## config.mk

```make
export PLATFORM = sky130hd
export DESIGN_NAME = scf_sinc3
export DESIGN_NICKNAME = d
export VERILOG_FILES = /design/src/design/scf_pkg.sv /design/src/design/scf_integrator.sv /design/src/design/scf_sinc3.sv
export SDC_FILE = /design/constraint.sdc
export NUM_CORES = 1
export LEC_CHECK = 0
export ABC_AREA = 1
export BUFFER_PORTS_ARGS = -buffer_cell sky130_fd_sc_hd__buf_2
export CAP_MARGIN = 25
export CORE_AREA = 2 2 271 326
export DETAILED_ROUTE_END_ITERATION = 10
export DIE_AREA = 0 0 273 328
export SLEW_MARGIN = 25
export SYNTH_ARGS = -nofsm -noshare
export SYNTH_HDL_FRONTEND = slang
export SYNTH_HIERARCHICAL = 1
export SYNTH_SLANG_ARGS = --single-unit
export TNS_END_PERCENT = 1
```

## constraint.sdc

```tcl
create_clock -name clk_sys_in -period 10.4 [get_ports clk_sys_in]
set_clock_uncertainty 0.2 [all_clocks]
set_input_delay 0.52 -clock clk_sys_in [delete_from_list [all_inputs] [get_ports clk_sys_in]]
set_output_delay 0.52 -clock clk_sys_in [all_outputs]
set_load 0.05 [all_outputs]
```

## src/design/scf_pkg.sv

```systemverilog
// Purpose: Shared constants and types for the sinc3 decimation filter.
// Assumes: One 200 MHz system clock; modulator bit rate is clock / 128.
// Notes:   Accumulator width covers 3*12 bits of growth plus sign.
package scf_pkg;
    localparam int unsigned SCF_MOD_DIV    = 128;   // Clocks per modulator bit.
    localparam int unsigned SCF_DIV_W      = 7;     // Divider counter width.
    localparam int unsigned SCF_N_W        = 12;    // Decimation word width.
    localparam int unsigned SCF_ACC_W      = 38;    // 3*12 growth, sign, spare.
    localparam int unsigned SCF_OUT_W      = 38;    // Output word width.
    localparam int unsigned SCF_STAGES     = 3;     // Filter order.
    localparam int unsigned SCF_SETTLE     = 3;     // Periods after a restart.
    localparam int unsigned SCF_STEP_MAX   = 4;     // Periods after a step.
    localparam logic [1:0]  SCF_SETTLE_CNT = 2'h3;  // Settle count value.
    localparam logic [SCF_DIV_W-1:0] SCF_DIV_LAST = 7'h7f; // Divider wrap.
    localparam logic [SCF_N_W-1:0]   SCF_N_MIN    = 12'h001; // Smallest N.

    // One filtered output sample with its strobe.
    typedef struct packed {
        logic                 valid;  // One-cycle strobe.
        logic [SCF_OUT_W-1:0] data;   // Signed filter output.
    } scf_out_t;

    // Settling tracker states.
    typedef enum logic [1:0] {
        SCF_ST_RUN,
        SCF_ST_SETTLE
    } scf_state_t;
endpackage : scf_pkg

```

## src/design/scf_integrator.sv

```systemverilog
// Purpose: Three cascaded integrators running at the modulator rate.
// Assumes: Input is +1/-1 coded as one bit; enable marks a new bit.
// Notes:   Wraparound arithmetic is intended; the combs undo it exactly.
`timescale 1ns/1ps
module scf_integrator
    import scf_pkg::*;
(
    input  wire logic                     clk_sys_in,  // System clock.
    input  wire logic                     rst_in,      // Async reset, high.
    input  wire logic                     clear_in,    // Restart filter.
    input  wire logic                     en_in,       // Modulator tick.
    input  wire logic                     bit_in,      // Modulator bit.
    output logic [scf_pkg::SCF_ACC_W-1:0] acc_out      // Third integrator.
);
    import scf_pkg::*;

    logic [SCF_ACC_W-1:0] acc1;  // First integrator.
    logic [SCF_ACC_W-1:0] acc2;  // Second integrator.
    logic [SCF_ACC_W-1:0] acc3;  // Third integrator.
    logic [SCF_ACC_W-1:0] samp;  // Bit mapped to +1 or -1.
    logic [SCF_ACC_W-1:0] next_acc1;  // First integrator with this bit.
    logic [SCF_ACC_W-1:0] next_acc2;  // Second integrator with this bit.
    logic [SCF_ACC_W-1:0] next_acc3;  // Third integrator with this bit.

    // A one maps to +1 and a zero to -1, so mid-scale gives zero.
    assign samp = bit_in ? {{(SCF_ACC_W-1){1'b0}}, 1'b1}
                         : {SCF_ACC_W{1'b1}};

    // The chain adds through in one step, so no stage lags the bit; a
    // pipelined chain would leave the first word after a restart short.
    assign next_acc1 = acc1 + samp;
    assign next_acc2 = acc2 + next_acc1;
    assign next_acc3 = acc3 + next_acc2;

    // Integrators advance only on the modulator tick.
    always_ff @(posedge clk_sys_in or posedge rst_in) begin
        if (rst_in) begin
            acc1 <= '0;
            acc2 <= '0;
            acc3 <= '0;
        end else if (clear_in) begin
            acc1 <= '0;
            acc2 <= '0;
            acc3 <= '0;
        end else if (en_in) begin
            acc1 <= next_acc1;
            acc2 <= next_acc2;
            acc3 <= next_acc3;
        end
    end

    // The sum includes the current bit; it is only meaningful on a tick.
    assign acc_out = next_acc3;
endmodule // scf_integrator

```

## src/design/scf_sinc3.sv

```systemverilog
// What this block does
// Third-order sinc filter as cascaded integrator-comb.
// Modulator bit every 128 clocks, decimated output.
// Output rate is clock over 128 times N.
// N changes notch spacing, never filter shape.
// Notches at every multiple of output rate.
// Cutoff is 0.262 of first notch.
// Linear phase, delay scales with N.
// Unsynchronised step settles within four periods.
// Sync or restart bit: valid after three periods.
// Channel change restarts; hold output three periods.
// Wide datapath gives 5% overrange headroom.
// One-cycle strobe marks each new output word.
//
// Purpose: Sinc3 decimation of a one-bit sigma-delta stream.
// Assumes: Modulator bit is a pin, resynchronised here.
// Notes:   Output is signed, full scale is +/- N cubed.
`timescale 1ns/1ps
module scf_sinc3
    import scf_pkg::*;
(
    input  wire logic                     clk_sys_in,       // System clock.
    input  wire logic                     rst_in,           // Async reset.
    input  wire logic                     mod_bit_in,       // Modulator pin.
    input  wire logic [scf_pkg::SCF_N_W-1:0] decim_word_in, // N word.
    input  wire logic                     sync_pin_in,      // Sync pin, async.
    input  wire logic                     filter_restart_bit_in, // Restart.
    input  wire logic                     chan_change_in,   // Channel switch.
    output scf_pkg::scf_out_t             result_out,       // Word + strobe.
    output logic                          settled_out,      // Output trusted.
    output logic                          mod_tick_out      // Modulator tick.
);
    import scf_pkg::*;

    // Pin synchronisers: three stages, change counts when 2 and 3 agree.
    logic [2:0] mod_sync;    // Modulator bit chain.
    logic [2:0] sync_sync;   // Sync pin chain.
    logic       mod_bit;     // Filtered modulator bit.
    logic       sync_lvl;    // Filtered sync level.
    logic       sync_lvl_d;  // Previous filtered sync level.

    // Pins are sampled into the system clock; glitches need two agreements.
    always_ff @(posedge clk_sys_in or posedge rst_in) begin
        if (rst_in) begin
            mod_sync  <= 3'h0;
            sync_sync <= 3'h0;
        end else begin
            mod_sync  <= {mod_sync[1:0], mod_bit_in};
            sync_sync <= {sync_sync[1:0], sync_pin_in};
        end
    end

    // Accepted levels move only when stages two and three agree.
    always_ff @(posedge clk_sys_in or posedge rst_in) begin
        if (rst_in) begin
            mod_bit    <= 1'b0;
            sync_lvl   <= 1'b0;
            sync_lvl_d <= 1'b0;
        end else begin
            if (mod_sync[1] == mod_sync[2]) begin
                mod_bit <= mod_sync[2];
            end
            if (sync_sync[1] == sync_sync[2]) begin
                sync_lvl <= sync_sync[2];
            end
            sync_lvl_d <= sync_lvl;
        end
    end

    // A restart from any of the three sources; only the sync pin is taken as one pulse.
    logic restart;  // Filter restart request this cycle.
    assign restart = (sync_lvl & ~sync_lvl_d) | filter_restart_bit_in
                   | chan_change_in;

    // Modulator rate divider: one tick every 128 clocks.
    logic [SCF_DIV_W-1:0] div_cnt;  // Clock divider.
    logic                 tick;     // Modulator-rate enable.
    assign tick = (div_cnt == SCF_DIV_LAST);

    always_ff @(posedge clk_sys_in or posedge rst_in) begin
        if (rst_in) begin
            div_cnt <= '0;
        end else if (restart) begin
            div_cnt <= '0;
        end else begin
            div_cnt <= div_cnt + 1'b1;
        end
    end

    // Integrator stages live in their own module.
    logic [SCF_ACC_W-1:0] integ;  // Third integrator output.
    scf_integrator u_integ (
        .clk_sys_in (clk_sys_in),
        .rst_in     (rst_in),
        .clear_in   (restart),
        .en_in      (tick),
        .bit_in     (mod_bit),
        .acc_out    (integ)
    );

    // Decimation counter: one output per N modulator samples.
    // N is latched at each output so a mid-period write cannot distort it.
    logic [SCF_N_W-1:0] n_cur;    // N in use this period.
    logic [SCF_N_W-1:0] dec_cnt;  // Samples taken this period.
    logic               dec_hit;  // Last sample of the period.
    logic [SCF_N_W-1:0] n_next;   // Word to use from next period.

    // N of zero is treated as one so the divider always terminates.
    function automatic logic [SCF_N_W-1:0] safe_n(input logic [SCF_N_W-1:0] w);
        return (w < SCF_N_MIN) ? SCF_N_MIN : w;
    endfunction

    assign n_next  = safe_n(decim_word_in);
    assign dec_hit = tick && (dec_cnt == n_cur - SCF_N_MIN);

    always_ff @(posedge clk_sys_in or posedge rst_in) begin
        if (rst_in) begin
            dec_cnt <= '0;
            n_cur   <= SCF_N_MIN;
        end else if (restart) begin
            dec_cnt <= '0;
            n_cur   <= n_next;
        end else if (dec_hit) begin
            dec_cnt <= '0;
            n_cur   <= n_next;
        end else if (tick) begin
            dec_cnt <= dec_cnt + 1'b1;
        end
    end

    // Comb stages at the output rate; each differences over one period,
    // which places notches at every multiple of the output rate.
    logic [SCF_ACC_W-1:0] d1;   // Delay of comb input.
    logic [SCF_ACC_W-1:0] d2;   // Delay of first comb.
    logic [SCF_ACC_W-1:0] d3;   // Delay of second comb.
    logic [SCF_ACC_W-1:0] c1;   // First comb.
    logic [SCF_ACC_W-1:0] c2;   // Second comb.
    logic [SCF_ACC_W-1:0] c3;   // Third comb, filter result.
    assign c1 = integ - d1;
    assign c2 = c1 - d2;
    assign c3 = c2 - d3;

    // Symmetric taps keep phase linear; width covers N cubed plus sign,
    // so a 5% overrange never wraps (R6 and R7 follow from the structure).
    always_ff @(posedge clk_sys_in or posedge rst_in) begin
        if (rst_in) begin
            d1 <= '0;
            d2 <= '0;
            d3 <= '0;
        end else if (restart) begin
            d1 <= '0;
            d2 <= '0;
            d3 <= '0;
        end else if (dec_hit) begin
            d1 <= integ;
            d2 <= c1;
            d3 <= c2;
        end
    end

    // Settling: after a restart, three periods pass before output is real.
    // An unsynchronised step is flushed by the pipeline within four periods
    // on its own; nothing here can detect it, so only a status is given.
    scf_state_t st;          // Settling state.
    logic [1:0] settle_cnt;  // Periods left until the first output word.

    always_ff @(posedge clk_sys_in or posedge rst_in) begin
        if (rst_in) begin
            st         <= SCF_ST_SETTLE;
            settle_cnt <= SCF_SETTLE_CNT;
        end else if (restart) begin
            st         <= SCF_ST_SETTLE;
            settle_cnt <= SCF_SETTLE_CNT;
        end else if (dec_hit) begin
            case (st)
                SCF_ST_SETTLE: begin
                    settle_cnt <= settle_cnt - 1'b1;
                    if (settle_cnt == 2'h1) begin
                        st <= SCF_ST_RUN;
                    end
                end
                SCF_ST_RUN: begin
                    st <= SCF_ST_RUN;
                end
                default: begin
                    st <= SCF_ST_SETTLE;
                end
            endcase
        end
    end

    // Output register: words only pass once the filter is settled.
    always_ff @(posedge clk_sys_in or posedge rst_in) begin
        if (rst_in) begin
            result_out  <= '0;
            settled_out <= 1'b0;
        end else begin
            result_out.valid <= 1'b0;
            if (restart) begin
                settled_out <= 1'b0;
            end else if (dec_hit) begin
                if (st == SCF_ST_RUN || settle_cnt == 2'h1) begin
                    result_out.valid <= 1'b1;
                    result_out.data  <= c3;
                    settled_out      <= 1'b1;
                end
            end
        end
    end

    // Tick is exported registered for downstream timing.
    always_ff @(posedge clk_sys_in or posedge rst_in) begin
        if (rst_in) begin
            mod_tick_out <= 1'b0;
        end else begin
            mod_tick_out <= tick;
        end
    end

    // Strobe is never two cycles long.
    property p_strobe_one;
        @(posedge clk_sys_in) disable iff (rst_in)
        result_out.valid |=> !result_out.valid;
    endproperty
    a_strobe_one: assert property (p_strobe_one)
        else $error("valid strobe longer than one cycle");

    // No tick within 8 clocks after a tick; the divider gives 128.
    property p_tick_gap;
        @(posedge clk_sys_in) disable iff (rst_in)
        tick |=> (!tick) [*8];
    endproperty
    a_tick_gap: assert property (p_tick_gap)
        else $error("modulator ticks too close");

    // No output word in the 8 cycles after a restart.
    property p_no_early;
        @(posedge clk_sys_in) disable iff (rst_in)
        restart |=> !result_out.valid [*8];
    endproperty
    a_no_early: assert property (p_no_early)
        else $error("output after restart too early");

    // Channel change clears settled status next cycle.
    property p_restart_clear;
        @(posedge clk_sys_in) disable iff (rst_in)
        chan_change_in |=> !settled_out;
    endproperty
    a_restart_clear: assert property (p_restart_clear)
        else $error("settled not cleared on channel change");

    // Output words come only on a period end.
    property p_on_period;
        @(posedge clk_sys_in) disable iff (rst_in)
        result_out.valid |-> $past(dec_hit);
    endproperty
    a_on_period: assert property (p_on_period)
        else $error("output not on decimation boundary");

    // Decimation count never exceeds N minus one.
    property p_cnt_bound;
        @(posedge clk_sys_in) disable iff (rst_in)
        dec_cnt < n_cur;
    endproperty
    a_cnt_bound: assert property (p_cnt_bound)
        else $error("decimation counter overran N");

    // Comb delay d1 changes only at a period end or a restart.
    property p_comb_hold;
        @(posedge clk_sys_in) disable iff (rst_in)
        (!dec_hit && !restart) |=> $stable(d1);
    endproperty
    a_comb_hold: assert property (p_comb_hold)
        else $error("comb delay changed off period");

    // Settled state entered only with a strobe.
    property p_run_strobe;
        @(posedge clk_sys_in) disable iff (rst_in)
        $rose(settled_out) |-> result_out.valid;
    endproperty
    a_run_strobe: assert property (p_run_strobe)
        else $error("settled without output word");
endmodule // scf_sinc3

```

### Word level (Yosys, flattened, before mapping)

Index checks and enable logic that the tools add are counted.

* add/subtract/negate cells: 10
* multiply operators: 0
* div/mod/pow operators: 0
* order comparisons: 1
* equal/unequal tests: 7
* shifts and indexed selects: 0
* muxes and demuxes: 33
* bitwise logic cells: 5
* reduce and logical (&&, ||, !) cells: 12

Operator list (count)
* $mux W38: 13
* $mux W39: 3
* $add A38 B38 Y38: 3
* $sub A38 B38 Y38: 3
* $mux W12: 6
* $add A12 B1 Y12 const B: 1
* $eq A12 B12 Y1: 1
* $lt A12 B1 Y1 const B: 1
* $mux W2: 6
* $sub A12 B1 Y12 const B: 1
* $reduce_bool A2 Y1: 4
* $add A7 B1 Y7 const B: 1
* $eq A7 B7 Y1 const B: 1
* $mux W7: 1
* $reduce_and A2 Y1: 3
* $eq A2 B1 Y1 const B: 2
* $pmux W2 S2: 1
* $mux W1: 3
* $ne A3 B3 Y1 const B: 1
* $reduce_and A3 Y1: 1
* $reduce_bool A3 Y1: 1
* $eq A1 B1 Y1: 2
* $logic_not A2 Y1: 1
* $not A1 Y1: 2
* other kinds (5): 6

* bits in registers: 313
* latch bits: 0
* RAM bits: 0
* bits in read-only memories: 0
* input port bits: 18
* word-level logic and storage cells: 88
* memories: 0

### Depth between registers and ports, before layout

* depth after elaboration: 10
* mapped depth: 63
* mapped depth without buffers: 63

### Modules after synthesis

The synthesis kept the hierarchy.

By module, submodules not included
* scf_sinc3: instances 1, cells each 2054, area each 14792.9 um^2
* scf_integrator: instances 1, cells each 1489, area each 10894.2 um^2

### Least setup slack after synthesis

Ideal clock, no wire load.

* path kind: flip-flop to flip-flop
* from: register mod_bit
* to: register result_out[36] (netlist name)
* setup time: 123 ps
* arrival time: 8699 ps
* slack: 1378 ps
* cell stages (with the launch flop): 56
* period minus slack after synthesis: 9022 ps
* cells stage by stage: dfrtp_1 > inv_1 > ha_1 > inv_1 > o21ai_0 > o21bai_1 > a21oi_2 > o21ai_0 > xor2_1 > ha_1 > nand2_1 > nor2_2 > inv_2 > o21ai_1 > a31oi_2 > o21ai_0 > xor2_1 > inv_1 > (+20 left out) > ha_1 > nand2_1 > nor2_1 > nand2_1 > nor4_1 > nand4_1 > nand3_1 > xor2_1 > inv_1 > ha_1 > inv_1 > nor3_1 > nand2_1 > nor2_1 > nand3_1 > nand3_1 > xor2_1 > o21ai_1

* longest elaborated chain between the ends: 7

Ends and longest elaborated chain
* start, declared: RTL line scf_sinc3.sv:38 `logic mod_bit;`
* start signal, assigned: RTL line scf_sinc3.sv:61 `mod_bit <= mod_sync[2];`
* $mux W38: RTL line scf_integrator.sv:26 `assign samp = bit_in ? {{(SCF_ACC_W-1){1'b0}}, 1'b1}`
* $add A38 B38 Y38: RTL line scf_integrator.sv:31 `assign next_acc1 = acc1 + samp;`
* $add A38 B38 Y38: RTL line scf_integrator.sv:32 `assign next_acc2 = acc2 + next_acc1;`
* $add A38 B38 Y38: RTL line scf_integrator.sv:33 `assign next_acc3 = acc3 + next_acc2;`
* named net integ[19]: RTL line scf_sinc3.sv:91 `logic [SCF_ACC_W-1:0] integ;`
* $sub A38 B38 Y38: RTL line scf_sinc3.sv:139 `assign c1 = integ - d1;`
* $sub A38 B38 Y38: RTL line scf_sinc3.sv:140 `assign c2 = c1 - d2;`
* $sub A38 B38 Y38: RTL line scf_sinc3.sv:141 `assign c3 = c2 - d3;`
* end, declared: RTL line scf_sinc3.sv:29 `output scf_pkg::scf_out_t result_out,`

The timed path passes the listed nets, and every way through them passes these cells.
A chain may end at the register's enable or synchronous reset.

### Worst setup path in the final report

* from: register mod_bit
* to: register result_out[33] (netlist name)

Same word-level chain as after synthesis.

==> key figures <==
Min path
  • Worst hold path class: input port to flip-flop

Worst setup path
  • FF-to-FF Start: mod_bit$_DFFE_PP0N_
  • Critical path launch point: mod_bit$_DFFE_PP0N_
  • Kind of critical path: flip-flop to flip-flop
  • Flop-to-flop setup slack: 0.36 ns
  • Critical Path Start Type: flip-flop
  • WP data arrival: 10.28 ns
  • Critical path peak fanout: 10
  • Crit path max-delay cell type: dfrtp_1
  • Cells on worst reg2reg path: 55
  • Critical Path End: result_out[33]$_DFFE_PP0P_
  • Crit. End Element: flip-flop
  • Critical Path RT: between 10 and 15 ns
  • CP max stage delay: between 0.3 and 0.4 ns
  • Capturing point of the worst reg2reg path: result_out[33]$_DFFE_PP0P_

Routing
  • Drt total wl: 77800 µm
  • Drt pass-1 iters: 5
  • DRT iter0 DRCs: 1183
  • Vias/cell: approximately 4.8
  • WL/cell: 15.8 µm
  • Vias post-DR: 23.9k
  • Post-route ant nets: 0
  • Residual DRC: 0

Clocking
  • H-Tree Depth: 2
  • Reg clk slew, reported paths: 0.06 ns
  • Clk_lat worst skew: a little under 0.6 ns
  • Cell chosen for the clock root: clkbuf_16
  • Buffer depth of the longest clock path: 3
  • CTS Sinks: 312
  • CTS Buf Count: 43
  • CTS tree: yes

Global routing
  • Pin count of the biggest net entering global routing: approximately 120
  • GR Layer Usage met3: 0.0183
  • Vias in the first global route: between 20k and 25k
  • GRT met2 Usage: 0.307
  • GRT Max-Usage Layer: met2
  • GRT Util Overall: 0.171
  • Initial antenna violation count: 0
  • GR Layer Usage met1: 0.205
  • First-pass GRT wire length: 124000 µm
  • Total gr overflow: 0

Pwr
  • Final Total Pwr: 5.06 mW
  • Internal Power: 3.05 mW
  • Clk pwr share: 0.304
  • Sw power: 2.01 mW
  • Reg power frac: 0.245
  • Maximum vdd drop: roughly 0.19 mV
  • Pwr dens: 163 nW/µm²
  • P_leak: roughly 15 nW
  • Sw Ratio: 0.398
  • Gate power share: 0.451

STA
  • Period minus WS final: around 10 ns
  • Max_slew headroom: 0.360
  • Max Freq: 0.0996 GHz
  • RSZ-0062 raised after global routing: true
  • Final hold vios: 0
  • Setup violators final: 0
  • Slew @ Worst Pin: roughly 0.96 ns
  • Pins over their slew limit: 0
  • Final period utilization: 0.965

Synth
  • Async set or reset register ratio after synthesis: 1.00
  • Most frequent cell after synthesis: nand2_1
  • Sequential area share after synthesis: 0.304
  • Synth Register Bits: between 300 and 400
  • Ys Warns: 6
  • Number of synthesized flops with an enable pin: 0
  • Syn Nets: 3793
  • Top FF cell, synth: dfrtp_1
  • Synth Area per Inst: roughly 7.3 µm²
  • Cells after Synth: between 3k and 4k
  • Leading area contributor after synthesis: dfrtp_1
  • Yosys top cell area share: 0.300
  • Synth area leaders: dfrtp_1 (30%), nand2_1 (11%), ha_1 (11%), inv_1 (7.5%), xor2_1 (5.5%)
  • Commonest cells in the synthesized netlist: nand2_1 (771), inv_1 (513), nor2_1 (311)
  • Synth cell types: 70
  • Synthesized cell area: 25700 µm²

Floorplan
  • # rows: 118
  • Initial Util: 0.298
  • Ports: 59
  • Area of the core: about 86000 µm²
  • Die Footprint: 89500 µm²
  • Die Span X: 273 µm
  • Die H: 328 µm

Place
  • Routability-driven placement congestion ratio: 0.962
  • Port bufs: 58
  • Area post-placement: 28300 µm²
  • DP HPWL: 59700 µm

Outcome
  • Outcome: finished, final reports clean

Cells and area
  • Syn-to-layout area delta: 20.7%
  • Fill count: 9216
  • Fin nets: 4021
  • Fraction of layout cells with a size suffix above 1: 0.144
  • Final design instance area without fill: roughly 31000 µm²
  • Core Util, Final: 0.360
  • Ant. Diodes: 0

Run
  • Max-cap violations: 0
==> final cells by class <==
cell class / instances / area [µm²] / area share
clock inverter: 19 / 231 / 0.00746
multi-input combinational: 2652 / 16600 / 0.536
clock buffer: 57 / 1220 / 0.0394
tap: 1140 / 1430 / 0.0460
inverter: 521 / 1970 / 0.0635
timing repair buffer: 241 / 1730 / 0.0559
sequential: 312 / 7810 / 0.252
==> cells in the final DEF (no fill, tap or decap), drive strengths merged, types with 4 or more instances in the layout <==
cell type	n
o21ai	304
o21a	4
a31oi	44
a211oi	12
nor4	20
dfstp	4
a21boi	10
a22o	72
o21bai	29
ha	226
clkinv	12
dfrtp	308
a21oi	254
bufinv	5
o211ai	10
nand3	147
a221oi	4
xor2	161
a21o	21
fa	6
nand4	31
xnor2	68
nand3b	8
clkbuf	58
or2	9
inv	520
and3	4
nor3	47
buf	226
o22ai	30
and2	6
nor2	322
dlygate4sd3	14
nand2	789
==> flip-flops by register name, indices dropped and copies added (netlist names), 2 cells and up <==
signal        flops
settle_cnt        2
d1               38
dec_cnt          12
sync_sync         3
mod_sync          3
u_integ/acc2     38
d2               38
u_integ/acc1     38
u_integ/acc3     38
n_cur            12
div_cnt           7
result_out       39
d3               38
==> power by group through the flow <==
stage                     clock (mW)  combinational (mW)  sequential, mW
after floorplan                    0                1.43            1.28
after global placement             0                2.19            1.26
after detailed placement           0                2.19            1.26
after CTS                       1.58                2.20            1.24
after global routing            1.63                2.55            1.24
final                           1.54                2.28            1.24
==> how the worst min path moves through the flow <==
stage	start	to	slack (ns)	depth (start not counted)
floorplan	mod_sync[0]$_DFF_PP0_	mod_sync[1]$_DFF_PP0_	0.13	0
global placement	sync_sync[0]$_DFF_PP0_	sync_sync[1]$_DFF_PP0_	0.14	0
detailed placement	sync_sync[0]$_DFF_PP0_	sync_sync[1]$_DFF_PP0_	0.14	0
CTS	chan_change_in	div_cnt[2]$_DFF_PP0_	0.05	4
global route	chan_change_in	settled_out$_DFFE_PP0P_	0.08	4
finish	chan_change_in	div_cnt[2]$_DFF_PP0_	0.08	4
==> critical path, delay by kind of cell (launching register included) <==
kind	cells	cell delay, ns
AO/OA/AOI/OAI	14	2.61
XOR/XNOR	6	1.37
adder cells (fa/ha/maj)	6	1.83
buffers and inverters	12	1.41
flip-flops	1	0.38
AND/OR/NAND/NOR	17	2.07
==> metal layers <==
metal  up-vias  share of wire
li1      12200              -
met1     11200           0.43
met2       410           0.49
met3       182          0.029
met4         0          0.047
met5         -              0
==> cell families after synthesis <==
logic type | share of synthesized area
AO/OA/AOI/OAI | 0.187
adder cells (fa/ha/maj) | 0.116
AND/OR/NAND/NOR | 0.228
flip-flops | 0.304
buffers and inverters | 0.0874
XOR/XNOR | 0.0784
==> what timing repair did <==
| action | in CTS | in global routing |
|---|---|---|
| buffers inserted | 2 | 18 |
| hold buffers | 14 | 0 |
| resized for setup | 9 | 185 |
| pin swaps | 1 | 40 |
| hold endpoints to repair | 29 | 0 |
| gates cloned | 0 | 1 |
| setup endpoints to repair | 6 | 20 |
==> metrics by stage <==
step / std cells / setup TNS [ns] / hold WS (ns) / setup slack, ns
finish: 4942 / 0 / 0.0769 / 0.363
global route: 4942 / -0.761 / 0.0767 / -0.215
CTS: 4923 / 0 / 0.0496 / 0.0323
detailed placement: 4831 / -0.478 / 0.143 / -0.230
global placement: 4831 / -0.505 / 0.137 / -0.296
floorplan: 3543 / 0 / 0.131 / 1.38
Note: power is estimated with default switching activity, not from simulation.
